[src/core/rsr_regs.vh]
`ifndef RSR_REGS_VH
`define RSR_REGS_VH

// ==========================================================
// register offsets (byte addresses on the 32-bit bus)
`define RSR_OFS_CAUSE 12'h000
`define RSR_OFS_IRQ_STAT 12'h004
`define RSR_OFS_IRQ_MASK 12'h008
`define RSR_OFS_CTRL 12'h00c
`define RSR_OFS_OSC 12'h010
`define RSR_OFS_WDT 12'h014
`define RSR_OFS_STATE 12'h018

// ==========================================================
// reset cause bits
`define RSR_CAUSE_POR 0
`define RSR_CAUSE_EXT 1
`define RSR_CAUSE_BRN 2
`define RSR_CAUSE_WDT 3
`define RSR_CAUSE_SMR 4
`define RSR_CAUSE_W 5

// ==========================================================
// interrupt event bits
`define RSR_EV_EXT 0
`define RSR_EV_INT 1
`define RSR_EV_SMR 2
`define RSR_EV_DBG 3
`define RSR_EV_W 4

// ==========================================================
// control bits
`define RSR_CTRL_IND_EN 0
`define RSR_CTRL_ALT_EN 1
`define RSR_CTRL_RST 8'h02

// ==========================================================
// oscillator control bits
`define RSR_OSC_INT_EN 0
`define RSR_OSC_XTAL_EN 1
`define RSR_OSC_SEL_INT 2
`define RSR_OSC_RST 8'h05
`define RSR_WDT_RST 8'h00

// ==========================================================
// timing counts in system clock cycles
`define RSR_FILT_CYCLES 3
`define RSR_INT_DLY_CYCLES 16
`define RSR_SMR_IPO_CYCLES 66
`define RSR_SMR_XTAL_CYCLES 5000
`define RSR_BLANK_CYCLES 4

// ==========================================================
// reset vector location
`define RSR_VEC_HI_ADDR 16'h0002
`define RSR_VEC_LO_ADDR 16'h0003

`endif

[src/core/rsr_pin_filter.v]
`timescale 1ns/1ps
`include "rsr_regs.vh"

module rsr_pin_filter #(
  parameter FILT_CYCLES = `RSR_FILT_CYCLES
) (
  // clock and reset
  input wire clk_sys,
  input wire sys_rst,
  // pin side
  input wire pin_n,
  input wire blank,
  // filtered level
  output reg low_seen
);

  reg sync_a;
  reg sync_b;
  reg [3:0] low_cnt;

  // =========================================================
  // two-stage synchroniser, first stage feeds only the second
  always @(posedge clk_sys or posedge sys_rst) begin
    if (sys_rst) begin
      sync_a <= 1'b1;
      sync_b <= 1'b1;
    end else begin
      sync_a <= pin_n;
      sync_b <= sync_a;
    end
  end

  // =========================================================
  // count consecutive lows; release is immediate so exit is not delayed
  always @(posedge clk_sys or posedge sys_rst) begin
    if (sys_rst) begin
      low_cnt <= 4'h0;
      low_seen <= 1'b0;
    end else if (sync_b || blank) begin
      low_cnt <= 4'h0;
      low_seen <= 1'b0; // leave reset on next edge after release
    end else if (low_cnt >= FILT_CYCLES[3:0] - 4'h1) begin
      low_seen <= 1'b1; // three lows trigger, four always do
    end else begin
      low_cnt <= low_cnt + 4'h1; // two lows or fewer never trigger
    end
  end

endmodule // rsr_pin_filter

[src/core/rsr_hold_counter.v]
`timescale 1ns/1ps

module rsr_hold_counter #(
  parameter CW = 16
) (
  // clock and reset
  input wire clk_sys,
  input wire sys_rst,
  // control
  input wire load,
  input wire [CW-1:0] count,
  // status
  output reg busy,
  output reg done
);

  reg [CW-1:0] remain;

  // =========================================================
  // down counter; done pulses once when the hold has elapsed
  always @(posedge clk_sys or posedge sys_rst) begin
    if (sys_rst) begin
      remain <= {CW{1'b0}};
      busy <= 1'b0;
      done <= 1'b0;
    end else begin
      done <= 1'b0;
      if (load) begin
        remain <= count;
        busy <= 1'b1;
      end else if (busy) begin
        if (remain <= {{(CW-1){1'b0}}, 1'b1}) begin
          busy <= 1'b0;
          done <= 1'b1;
        end else begin
          remain <= remain - {{(CW-1){1'b0}}, 1'b1};
        end
      end
    end
  end

endmodule // rsr_hold_counter

[src/core/rsr_top.v]
`timescale 1ns/1ps
`include "rsr_regs.vh"

// Summary of operation
// - four filtered low cycles always start reset
// - stay reset while low, exit after release
// - pin reset sets external cause flag
// - pin drives open-drain low in ST_INT; elsewhere in reset only with RSR_CTRL_IND_EN set, never in ST_EXT
// - internal reset drives pin low for delay
// - debugger request resets all but debug unit
// - debugger request bit clears during reset
// - debugger reset sets power-on cause flag
// - stop entered only by stop instruction
// - stop recovery holds cpu 66 or 5000
// - stop recovery touches only watchdog, oscillator
// - stop recovery enables, selects internal oscillator
// - fetch vector from 0002h/0003h, load pc
// - alternate enable gives pin to reset function
module rsr_top #(
  parameter INT_DLY_CYCLES = `RSR_INT_DLY_CYCLES,
  parameter SMR_IPO_CYCLES = `RSR_SMR_IPO_CYCLES,
  parameter SMR_XTAL_CYCLES = `RSR_SMR_XTAL_CYCLES
) (
  // clock and reset
  input wire clk_sys,
  input wire sys_rst,
  // apb slave
  input wire [11:0] paddr,
  input wire psel,
  input wire penable,
  input wire pwrite,
  input wire [31:0] pwdata,
  output reg [31:0] prdata,
  output reg pready,
  output reg pslverr,
  // reset pin, open drain
  input wire reset_pin_n_in,
  output reg reset_pin_out,
  output reg reset_pin_oe,
  // gpio use of the pin when the alternate function is off
  input wire gpio_dir_out,
  input wire gpio_out,
  // internal reset sources, one-cycle pulses
  input wire por_event,
  input wire supply_brownout_event,
  input wire watchdog_event,
  // debug unit
  input wire debug_reset_set,
  output reg debug_reset_pending,
  output reg debug_unit_rst,
  // cpu
  input wire stop_instr,
  input wire wake_event,
  output reg cpu_rst,
  output reg periph_rst,
  output reg stop_active,
  output reg [15:0] pm_addr,
  output reg pm_rd,
  input wire [7:0] pm_rdata,
  output reg pc_load,
  output reg [15:0] pc_value,
  // oscillator control
  output reg internal_oscillator_en,
  output reg xtal_en,
  output reg internal_oscillator_sel,
  output reg [7:0] watchdog_control_register,
  // interrupt
  output reg irq
);

  // =========================================================
  // sequencer states
  localparam ST_RUN = 3'h0;
  localparam ST_EXT = 3'h1;
  localparam ST_INT = 3'h2;
  localparam ST_VHI = 3'h3;
  localparam ST_VLO = 3'h4;
  localparam ST_STOP = 3'h5;
  localparam ST_SMR = 3'h6;

  reg [2:0] state;
  reg [`RSR_CAUSE_W-1:0] reset_cause_status_register;
  reg [`RSR_EV_W-1:0] irq_stat;
  reg [`RSR_EV_W-1:0] irq_mask;
  reg [7:0] ctrl;
  reg [7:0] vec_hi;
  reg [`RSR_BLANK_CYCLES-1:0] blank_sr;
  reg int_pend;
  reg dbg_cause;
  reg [15:0] hold_count;
  reg hold_load;
  reg [`RSR_EV_W-1:0] ev;
  reg [`RSR_CAUSE_W-1:0] cause_set;
  reg [31:0] next_rdata;
  reg next_err;
  wire ext_low;
  wire hold_done;
  wire alt_en;
  wire in_sys_reset;
  wire wr_en;
  wire setup;
  wire int_src;

  assign alt_en = ctrl[`RSR_CTRL_ALT_EN];
  assign in_sys_reset = (state == ST_EXT) || (state == ST_INT);
  assign setup = psel && !penable;
  assign wr_en = psel && penable && pready && pwrite;
  assign int_src = por_event || supply_brownout_event || watchdog_event || debug_reset_pending;

  // =========================================================
  // address match helper
  function hit;
    input [11:0] a;
    input [11:0] ofs;
    begin
      hit = (a == ofs);
    end
  endfunction

  // =========================================================
  // pin filter; blanked while and just after we drive the pin ourselves
  rsr_pin_filter #(
    .FILT_CYCLES(`RSR_FILT_CYCLES)
  ) u_filter (
    .clk_sys(clk_sys),
    .sys_rst(sys_rst),
    .pin_n(reset_pin_n_in),
    .blank(!alt_en || (|blank_sr)),
    .low_seen(ext_low)
  );

  // =========================================================
  // shared hold counter for internal delay and stop recovery
  rsr_hold_counter #(
    .CW(16)
  ) u_hold (
    .clk_sys(clk_sys),
    .sys_rst(sys_rst),
    .load(hold_load),
    .count(hold_count),
    .busy(),
    .done(hold_done)
  );

  // =========================================================
  // sequencer: transitions, hold load requests and event pulses
  always @(posedge clk_sys or posedge sys_rst) begin
    if (sys_rst) begin
      state <= ST_INT;
      hold_load <= 1'b1;
      hold_count <= INT_DLY_CYCLES[15:0];
      int_pend <= 1'b0;
      dbg_cause <= 1'b0;
      ev <= {`RSR_EV_W{1'b0}};
      cause_set <= {`RSR_CAUSE_W{1'b0}};
      cause_set[`RSR_CAUSE_POR] <= 1'b1;
      vec_hi <= 8'h00;
      pc_value <= 16'h0000;
      pc_load <= 1'b0;
      pm_addr <= 16'h0000;
      pm_rd <= 1'b0;
    end else begin
      hold_load <= 1'b0;
      pc_load <= 1'b0;
      pm_rd <= 1'b0;
      ev <= {`RSR_EV_W{1'b0}};
      cause_set <= {`RSR_CAUSE_W{1'b0}};
      if (ext_low && !in_sys_reset) begin
        state <= ST_EXT; // pin low takes precedence everywhere except ST_EXT and ST_INT
      end else if (int_src && !in_sys_reset) begin
        state <= ST_INT; // internal source starts timed reset
        hold_load <= 1'b1;
        hold_count <= INT_DLY_CYCLES[15:0];
        dbg_cause <= debug_reset_pending;
        cause_set[`RSR_CAUSE_POR] <= por_event;
        cause_set[`RSR_CAUSE_BRN] <= supply_brownout_event;
        cause_set[`RSR_CAUSE_WDT] <= watchdog_event;
      end else begin
        case (state)
          ST_EXT: begin
            if (!ext_low) begin
              state <= ST_VHI; // exit on the edge after release
              cause_set[`RSR_CAUSE_EXT] <= 1'b1;
              ev[`RSR_EV_EXT] <= 1'b1;
            end
          end
          ST_INT: begin
            if (hold_done) begin
              state <= ST_VHI;
              ev[`RSR_EV_INT] <= 1'b1;
              if (dbg_cause) begin
                cause_set[`RSR_CAUSE_POR] <= 1'b1;
                ev[`RSR_EV_DBG] <= 1'b1;
              end
              dbg_cause <= 1'b0;
            end
          end
          ST_VHI: begin
            pm_addr <= `RSR_VEC_HI_ADDR;
            pm_rd <= 1'b1;
            state <= ST_VLO;
          end
          ST_VLO: begin
            if (pm_rd && pm_addr == `RSR_VEC_HI_ADDR) begin
              vec_hi <= pm_rdata;
              pm_addr <= `RSR_VEC_LO_ADDR;
              pm_rd <= 1'b1;
            end else begin
              pc_value <= {vec_hi, pm_rdata};
              pc_load <= 1'b1;
              state <= ST_RUN;
            end
          end
          ST_RUN: begin
            if (stop_instr) begin
              state <= ST_STOP; // only the stop instruction enters stop
            end
          end
          ST_STOP: begin
            if (wake_event) begin
              state <= ST_SMR;
              hold_load <= 1'b1;
              if (xtal_en) begin
                hold_count <= SMR_XTAL_CYCLES[15:0];
              end else begin
                hold_count <= SMR_IPO_CYCLES[15:0];
              end
            end
          end
          ST_SMR: begin
            if (hold_done) begin
              state <= ST_VHI;
              cause_set[`RSR_CAUSE_SMR] <= 1'b1;
              ev[`RSR_EV_SMR] <= 1'b1;
            end
          end
          default: begin
            state <= ST_INT;
          end
        endcase
      end
    end
  end

  // =========================================================
  // core and peripheral resets; debug unit only sees the power reset
  always @(posedge clk_sys or posedge sys_rst) begin
    if (sys_rst) begin
      cpu_rst <= 1'b1;
      periph_rst <= 1'b1;
      stop_active <= 1'b0;
      debug_unit_rst <= 1'b1;
    end else begin
      debug_unit_rst <= 1'b0; // debugger state survives its own reset
      periph_rst <= in_sys_reset || (ext_low && !in_sys_reset) || int_src;
      cpu_rst <= (state != ST_RUN) && (state != ST_STOP); // held during recovery
      stop_active <= (state == ST_STOP);
    end
  end

  // =========================================================
  // debugger request bit; cleared by the reset it causes
  always @(posedge clk_sys or posedge sys_rst) begin
    if (sys_rst) begin
      debug_reset_pending <= 1'b0;
    end else if (debug_reset_set) begin
      debug_reset_pending <= 1'b1; // a fresh request beats the clear
    end else if (state == ST_INT) begin
      debug_reset_pending <= 1'b0;
    end
  end

  // =========================================================
  // pin driver; the reset function owns the pin only with alt enabled
  always @(posedge clk_sys or posedge sys_rst) begin
    if (sys_rst) begin
      reset_pin_out <= 1'b0;
      reset_pin_oe <= 1'b1;
      blank_sr <= {`RSR_BLANK_CYCLES{1'b1}};
    end else begin
      if (alt_en) begin
        reset_pin_out <= 1'b0; // open drain: only ever pulls low
        // not in ST_EXT, where our own low would mask the release
        reset_pin_oe <= (state == ST_INT) || (ctrl[`RSR_CTRL_IND_EN] && cpu_rst && state != ST_EXT);
      end else begin
        reset_pin_out <= gpio_out; // plain port i/o under its direction
        reset_pin_oe <= gpio_dir_out;
      end
      // our own low must not echo back as an external reset
      blank_sr <= {blank_sr[`RSR_BLANK_CYCLES-2:0], reset_pin_oe && (state != ST_EXT)};
    end
  end

  // =========================================================
  // cause register survives system reset; cleared only by power reset or by writing ones
  always @(posedge clk_sys or posedge sys_rst) begin
    if (sys_rst) begin
      reset_cause_status_register <= {`RSR_CAUSE_W{1'b0}};
    end else begin
      reset_cause_status_register <= cause_set |
        (reset_cause_status_register &
        ~((wr_en && hit(paddr, `RSR_OFS_CAUSE)) ? pwdata[`RSR_CAUSE_W-1:0] :
        {`RSR_CAUSE_W{1'b0}}));
    end
  end

  // =========================================================
  // interrupt status, write one to clear, set wins over clear
  always @(posedge clk_sys or posedge sys_rst) begin
    if (sys_rst) begin
      irq_stat <= {`RSR_EV_W{1'b0}};
      irq_mask <= {`RSR_EV_W{1'b0}};
      irq <= 1'b0;
    end else begin
      irq_stat <= ev | (irq_stat &
        ~((wr_en && hit(paddr, `RSR_OFS_IRQ_STAT)) ? pwdata[`RSR_EV_W-1:0] :
        {`RSR_EV_W{1'b0}}));
      if (wr_en && hit(paddr, `RSR_OFS_IRQ_MASK)) begin
        irq_mask <= pwdata[`RSR_EV_W-1:0];
      end
      irq <= |((irq_stat | ev) & irq_mask);
    end
  end

  // =========================================================
  // control, oscillator and watchdog control registers
  always @(posedge clk_sys or posedge sys_rst) begin
    if (sys_rst) begin
      ctrl <= `RSR_CTRL_RST;
      internal_oscillator_en <= 1'b1;
      xtal_en <= 1'b0;
      internal_oscillator_sel <= 1'b1;
      watchdog_control_register <= `RSR_WDT_RST;
    end else if (periph_rst) begin
      // system reset restores these; debug state is elsewhere
      ctrl <= `RSR_CTRL_RST;
      internal_oscillator_en <= 1'b1;
      xtal_en <= 1'b0;
      internal_oscillator_sel <= 1'b1;
      watchdog_control_register <= `RSR_WDT_RST;
    end else if (state == ST_SMR && hold_done) begin
      // only these two registers change on stop recovery
      internal_oscillator_en <= 1'b1;
      internal_oscillator_sel <= 1'b1;
      watchdog_control_register <= `RSR_WDT_RST;
    end else if (wr_en) begin
      if (hit(paddr, `RSR_OFS_CTRL)) begin
        ctrl <= pwdata[7:0];
      end else if (hit(paddr, `RSR_OFS_OSC)) begin
        internal_oscillator_en <= pwdata[`RSR_OSC_INT_EN];
        xtal_en <= pwdata[`RSR_OSC_XTAL_EN];
        internal_oscillator_sel <= pwdata[`RSR_OSC_SEL_INT];
      end else if (hit(paddr, `RSR_OFS_WDT)) begin
        watchdog_control_register <= pwdata[7:0];
      end
    end
  end

  // =========================================================
  // read mux, sampled in the setup cycle
  always @* begin
    next_rdata = 32'h0000_0000;
    next_err = 1'b0;
    if (hit(paddr, `RSR_OFS_CAUSE)) begin
      next_rdata[`RSR_CAUSE_W-1:0] = reset_cause_status_register;
    end else if (hit(paddr, `RSR_OFS_IRQ_STAT)) begin
      next_rdata[`RSR_EV_W-1:0] = irq_stat;
    end else if (hit(paddr, `RSR_OFS_IRQ_MASK)) begin
      next_rdata[`RSR_EV_W-1:0] = irq_mask;
    end else if (hit(paddr, `RSR_OFS_CTRL)) begin
      next_rdata[7:0] = ctrl;
    end else if (hit(paddr, `RSR_OFS_OSC)) begin
      next_rdata[2:0] = {internal_oscillator_sel, xtal_en, internal_oscillator_en};
    end else if (hit(paddr, `RSR_OFS_WDT)) begin
      next_rdata[7:0] = watchdog_control_register;
    end else if (hit(paddr, `RSR_OFS_STATE)) begin
      next_rdata = {pc_value, 11'h000, debug_reset_pending, ext_low, state};
    end else begin
      next_err = 1'b1;
    end
  end

  // =========================================================
  // apb answer: one wait-free access phase after setup
  always @(posedge clk_sys or posedge sys_rst) begin
    if (sys_rst) begin
      prdata <= 32'h0000_0000;
      pready <= 1'b0;
      pslverr <= 1'b0;
    end else begin
      pready <= 1'b1;
      if (setup) begin
        prdata <= pwrite ? 32'h0000_0000 : next_rdata;
        pslverr <= next_err;
      end
    end
  end

endmodule // rsr_top

[config.mk]
export PLATFORM = sky130hd
export DESIGN_NAME = rsr_top
export DESIGN_NICKNAME = d
export VERILOG_FILES = /design/src/core/rsr_pin_filter.v /design/src/core/rsr_hold_counter.v /design/src/core/rsr_top.v
export VERILOG_INCLUDE_DIRS = /design/src /design/src/core
export SDC_FILE = /design/constraint.sdc
export NUM_CORES = 1
export LEC_CHECK = 0
export BUFFER_PORTS_ARGS = -buffer_cell sky130_fd_sc_hd__buf_4
export CORE_MARGIN = 1
export CORE_UTILIZATION = 40
export DETAILED_ROUTE_END_ITERATION = 16
export HOLD_SLACK_MARGIN = 0.05
export MAX_ROUTING_LAYER = met4
export SLEW_MARGIN = 20
export SYNTH_ARGS = -nofsm -noshare
export SYNTH_HDL_FRONTEND = slang
export SYNTH_SLANG_ARGS = --single-unit
[constraint.sdc]
create_clock -name clk_sys -period 11.5 [get_ports clk_sys]
set_input_delay 1.15 -clock clk_sys [delete_from_list [all_inputs] [get_ports clk_sys]]
set_output_delay 1.15 -clock clk_sys [all_outputs]
set_load 0.1 [all_outputs]
==> results of run 1 <==
## sequential cells by signal, summed over array words and instances (netlist names), 2 cells and up
| register | flops |
|---|---|
| reset_cause_status_register | 5 |
| state | 3 |
| irq_stat | 4 |
| ctrl | 8 |
| irq_mask | 4 |
| pm_addr | 2 |
| cause_set | 4 |
| watchdog_control_register | 8 |
| ev | 3 |
| vec_hi | 8 |
| hold_count | 3 |
| prdata | 24 |
| pc_value | 16 |
| u_hold.remain | 16 |
| blank_sr | 4 |
| u_filter.low_cnt | 4 |
## stage by stage
stage / cells / total power [uW]
2_1_floorplan: 591 / 855
5_1_grt: 898 / 1550
3_5_place_dp: 865 / 924
4_1_cts: 897 / 1490
6_report: 898 / 1480
3_3_place_gp: 865 / 911
## logic make-up (layout without fill, tap and decap cells)
group	Yosys count	count (layout)	synth area share (%)
xor gates and xnor gates	5	5	0.690
muxes	51	51	8.72
other	2	24	0.118
buffers and inverters	58	154	5.01
adders and majority gates	4	4	0.789
and+or+nand+nor	184	184	16.2
DFF	138	138	54.8
AOI/OAI and AO/OA	127	127	13.7
## critical path: stages
cell and delay (ns):
buf_4 0.13, nor4_4 0.52, nand2_2 0.23, nor4_4 0.70, buf_6 0.23, mux2_2 0.34
## synthesized netlist by cell type, drive strengths merged, types with 4 or more instances
cell    number  area (um2)
nand2       38         145
dfstp       17         447
o21ai       35         175
or3         16         106
nor3        13        87.6
buf         29         208
or2          4        25.0
nor3b        4        30.0
nor2b        4        25.0
nor2        52         195
or4          4        37.5
a31oi        7        43.8
a21oi       28         144
nand3b       5        37.5
a32oi        4        35.0
ha           4        50.1
clkbuf      16        61.3
nand2b      10        62.6
and2         7        43.8
a22o        17         149
dfrtp      121        3030
a21o        12        90.1
nor4        10        98.8
inv         12        45.0
mux2        31         353
mux2i       20         200
## metal layers
layer  vias to the layer above  share of wire, %  GRT usage [%]
li1                       2215                 -              -
met1                      2355                45           26.1
met2                       143                48           31.2
met3                         8               5.6           4.88
met4                         0              0.82           6.44
met5                         -                 0              -
## power breakdown
group	switching (uW)	internal, uW	total, uW
Sequential	55.7	544	599
Combinational	213	103	316
Clock	204	359	562
Total	472	1000	1480
## final timing paths
| kind | startpoint | end | slack [ns] | cells past startpoint |
|---|---|---|---|---|
| min in group asynchronous | sys_rst | pm_rd | 0.78 | 2 |
| worst min-delay path | u_filter.sync_a | u_filter.sync_b | 0.36 | 0 |
| worst max register to register | debug_reset_pending | pc_value[12] | 8.93 | 5 |
| worst min register to register | u_filter.sync_a | u_filter.sync_b | 0.36 | 0 |
| max in group asynchronous | sys_rst | prdata[2] | 9.60 | 3 |
| worst max-delay path | por_event | pc_value[12] | 8.49 | 6 |
## cell type report
cell class | count | area (um2)
flip-flops and latches | 138 | 3470
clock buffers | 22 | 474
fillers | 1429 | 7450
inverters | 13 | 53.8
well taps | 211 | 264
repair buffers | 109 | 826
multi-input cells | 395 | 2640
clock inverters | 10 | 140
==> results.py, run 1 <==
metrics = {
    "global_route": {
        "grt_pass1_vias": 4698,
        "grt_pass1_wl_um": 24400,
        "grt.total_usage_pct": 20.2,
        "grt_overflow_total": 0,
        "grt_max_degree": 82,
        "antenna_found_initial": 0,
    },
    "timing": {
        "min_period_ns": 3.01,
        "skew_ns": 0.00859,
        "worstMarginPinSlew_ns": 0.910,
        "slew_viol_final": 0,
        "timing.fmax_mhz": 332,
        "hold_viol": 0,
        "final-setup-viol-count": 0,
        "rsz0062_at_grt": "no",
        "hold_ws_ns": 0.360,
        "slew_headroom_pct": 38.9,
        "tns_ns": 0,
        "finalCritPeriodShare_pct": 26.2,
        "fin_ws_ns": 8.49,
    },
    "worst_setup_path": {
        "crit_path_end_kind": "flop",
        "worstPathRequired_ns": 11.80,
        "arrival_ns": 3.30,
        "worst_setup_path_start_kind": "input port",
        "cp_max_fo": 10,
        "crit_type": "input port to flop",
    },
    "synthesis": {
        "synth_cells": 569,
        "yosysWarnings": 0,
        "yosysSeqAreaShare_pct": 54.8,
        "netlist_area_um2": 6340,
        "syn_area_per_cell_um2": 11.2,
        "async_flop_share_pct": 100,
        "synth_edf_count": 0,
        "ys_types": 71,
        "synthFlopType": "dfrtp_1",
        "synth_seq_cells": 138,
    },
    "cells_and_area": {
        "layout_common_cells": "dfrtp_1 (121), buf_4 (107), nor2_1 (52)",
        "drive_above_1_share_pct": 30.3,
        "synthToLayoutAreaGrowth_pct": 24.0,
        "num_antenna_cells": 0,
        "nets": 744,
        "final_util_pct": 51.4,
        "finish.instance_area_um2": 7870,
        "layout_commonest_cell": "dfrtp_1",
    },
    "die": {
        "top_level_ports": 153,
        "die_h_um": 128,
        "start_util_pct": 41.4,
        "die_w_um": 128,
        "core_area_um2": 15300,
        "die_area_um2": 16400,
        "rows": 45,
    },
    "clock_tree": {
        "cts_buffers": 17,
        "htree_levels": 4,
        "root_buffer": "clkbuf_16",
        "clk_path_buf_depth": 2,
        "cts_hold_buf": 0,
        "cts_resized": 0,
        "postCtsSetupBuffers": 0,
        "clock_latency_ns": 0.42,
        "tritoncts": "done",
        "path_clk_slew_ns": 0.06,
        "cts_sinks": 138,
    },
    "power_and_ir_drop": {
        "vdd_drop_max_v": 0.000117,
        "powerDensity_nw_per_um2": 188,
        "leakagePower_uw": 0.00370,
    },
    "placement": {
        "dp_slack_ns": 7.90,
        "dp_hpwl_um": 10800,
        "numPortBuffers": 106,
        "gp_congestion": 0.863,
        "detailed_place.area_um2": 7240,
    },
    "routing": {
        "dr.pass1.iters": 5,
        "drc": 0,
        "wl_per_cell_um": 16.8,
        "wl_um": 15100,
        "num_vias": 4721,
        "drt_iter0_markers": 237,
        "vias_per_cell": 5.26,
        "ant_nets": 0,
    },
    "min_path": {
        "min_path_type": "flop to flop",
    },
    "run": {
        "maxCapViolCount": 0,
    },
    "run_status": {
        "status": "completed",
    },
}
No activity file was read; power rests on OpenSTA's default activity.
==> inputs of run 2 (changes only) <==
==> constraint.sdc (replaced) <==
create_clock -name clk_sys -period 2.76 [get_ports clk_sys]
set_input_delay 0.276 -clock clk_sys [delete_from_list [all_inputs] [get_ports clk_sys]]
set_output_delay 0.276 -clock clk_sys [all_outputs]
set_load 0.1 [all_outputs]
==> run 2 against run 1 <==
Final cell count grew 1.3%. Clock power grew to 3.9 times the previous value. Clock-buffer cell count fell by 2. Critical path depth shrank 1. Largest cell class unchanged. Highest routed layer unchanged.
==> results.py, run 2 (same netlist as run 1, synthesis figures left out) <==
metrics = {
    "run_status": {
        "status": "completed",
    },
    "power_and_ir_drop": {
        "leakagePower_uw": 0.00374,
        "powerDensity_nw_per_um2": 763,
        "vdd_drop_max_v": 0.000418,
    },
    "worst_setup_path": {
        "regToRegEndpoint": "u_hold.remain[1]",
        "crit_path_end_kind": "flop",
        "r2r_setup_slack_ns": 0.38,
        "slowest_stage": "or4_4",
        "cp_max_fo": 9,
        "reg2reg_from": "u_hold.remain[11]",
        "reg2regPathDepth": 5,
        "worstPathRequired_ns": 3.10,
        "critPathMaxStageDelay_ns": 0.56,
        "arrival_ns": 2.73,
        "crit_chain": "or4_4 > or3_1 > o31ai_4 > mux2_4 > a21oi_2",
        "worst_setup_path_start_kind": "flop",
        "crit_type": "flop to flop",
    },
    "routing": {
        "dr.pass1.iters": 4,
        "drc": 0,
        "wl_um": 15300,
        "ant_nets": 0,
        "wl_per_cell_um": 16.9,
        "drt_iter0_markers": 326,
        "num_vias": 4763,
        "vias_per_cell": 5.23,
    },
    "clock_tree": {
        "cts_buffers": 17,
        "clk_path_buf_depth": 2,
        "cts_sinks": 138,
        "postCtsSetupBuffers": 0,
        "tritoncts": "done",
        "cts_resized": 0,
        "root_buffer": "clkbuf_16",
        "clock_latency_ns": 0.42,
        "path_clk_slew_ns": 0.06,
        "htree_levels": 4,
    },
    "timing": {
        "hold_viol": 0,
        "slew_viol_final": 0,
        "min_period_ns": 2.38,
        "tns_ns": 0,
        "timing.fmax_mhz": 420,
        "skew_ns": 0.00943,
        "finalCritPeriodShare_pct": 86.3,
        "final-setup-viol-count": 0,
        "fin_ws_ns": 0.378,
        "rsz0062_at_grt": "no",
        "slew_headroom_pct": 58.1,
        "hold_ws_ns": 0.0859,
        "worstMarginPinSlew_ns": 0.623,
    },
    "global_route": {
        "grt_pass1_wl_um": 24800,
        "grt.total_usage_pct": 20.5,
        "grt_pass1_vias": 4804,
        "grt_max_degree": 76,
        "grt_overflow_total": 0,
        "antenna_found_initial": 0,
    },
    "cells_and_area": {
        "layout_commonest_cell": "dfrtp_1",
        "synthToLayoutAreaGrowth_pct": 24.9,
        "layout_common_cells": "dfrtp_1 (121), buf_4 (117), nor2_1 (52)",
        "top_regs": "prdata (24), pc_value (16), u_hold.remain (16)",
        "drive_above_1_share_pct": 31.0,
        "regMostFlops": "prdata",
        "nets": 756,
        "num_antenna_cells": 0,
        "finish.instance_area_um2": 7930,
        "largest_reg_flops": 24,
    },
    "min_path": {
        "holdPathEnd": "reset_pin_out",
        "min-delay-start": "gpio_out",
        "holdPathStages": 2,
        "min_path_type": "input port to flop",
    },
    "die": {
        "die_h_um": 128,
        "rows": 45,
        "core_area_um2": 15300,
        "die_w_um": 128,
        "start_util_pct": 41.4,
        "die_area_um2": 16400,
        "top_level_ports": 153,
    },
    "placement": {
        "detailed_place.area_um2": 7320,
        "gp_congestion": 0.887,
        "dp_hpwl_um": 11000,
        "dp_slack_ns": 0.376,
        "numPortBuffers": 106,
    },
    "run": {
        "maxCapViolCount": 0,
    },
}
-- run 2: changes by cell type in the layout (fill, tap and decap cells not counted), sizes merged --
cell and change:
clkbuf -2, buf +9, bufinv -1, dlygate4sd3 +3, clkinv +2, clkinvlp +2, inv -1
-- run 2: critical path, delay by kind of cell (launching register included) --
kind / cells / cell delay [ns]
simple gates: 2 / 1.10
compound gates: 2 / 0.49
flops: 1 / 0.39
mux: 1 / 0.34
-- run 2: what timing repair did --
item / CTS / global route
hold buffers: 3 / 0
setup endpoints to repair: 0 / 0
hold endpoints to repair: 24 / 0
-- run 2: worst max-delay path by stage --
stage,slack (ns),end,from,cells after the start
2_1_floorplan,0.24,pc_value[0],debug_reset_pending,5
3_3_place_gp,0.43,u_hold.remain[1],u_hold.remain[11],5
3_5_place_dp,0.38,u_hold.remain[1],u_hold.remain[10],5
4_1_cts,0.37,u_hold.remain[1],u_hold.remain[11],5
5_1_grt,0.28,u_hold.remain[1],u_hold.remain[10],5
6_report,0.38,u_hold.remain[1],u_hold.remain[11],5
-- run 2: final cells by class --
class | count | area, um2
Tap cell | 211 | 264
Clock inverter | 12 | 124
Timing Repair Buffer | 121 | 928
Clock buffer | 20 | 447
Inverter | 13 | 52.6
Multi-Input combinational cell | 395 | 2640
Fill cell | 1417 | 7390
Sequential cell | 138 | 3470
-- run 2: power by group --
part           switching (uW)  internal (uW)  total (uW)
clock                     855           1350        2200
combinational             894            463        1360
sequential                223           2270        2490
-- run 2: through the flow --
stage / total power, uW / std cells / util (%)
global route: 6360 / 910 / 51.7
floorplan: 3560 / 591 / -
global placement: 3840 / 875 / 47.8
finish: 6040 / 910 / 51.7
CTS: 6100 / 910 / 51.7
detailed placement: 3880 / 875 / 47.8
-- run 2: metal layers --
| layer | GRT usage (%) | vias up | part of all wire [%] |
|---|---|---|---|
| met5 | - | - | 0 |
| met4 | 8.65 | 0 | 1.3 |
| met3 | 3.55 | 15 | 4.1 |
| met2 | 32.2 | 139 | 49 |
| met1 | 26.2 | 2370 | 46 |
| li1 | - | 2239 | - |
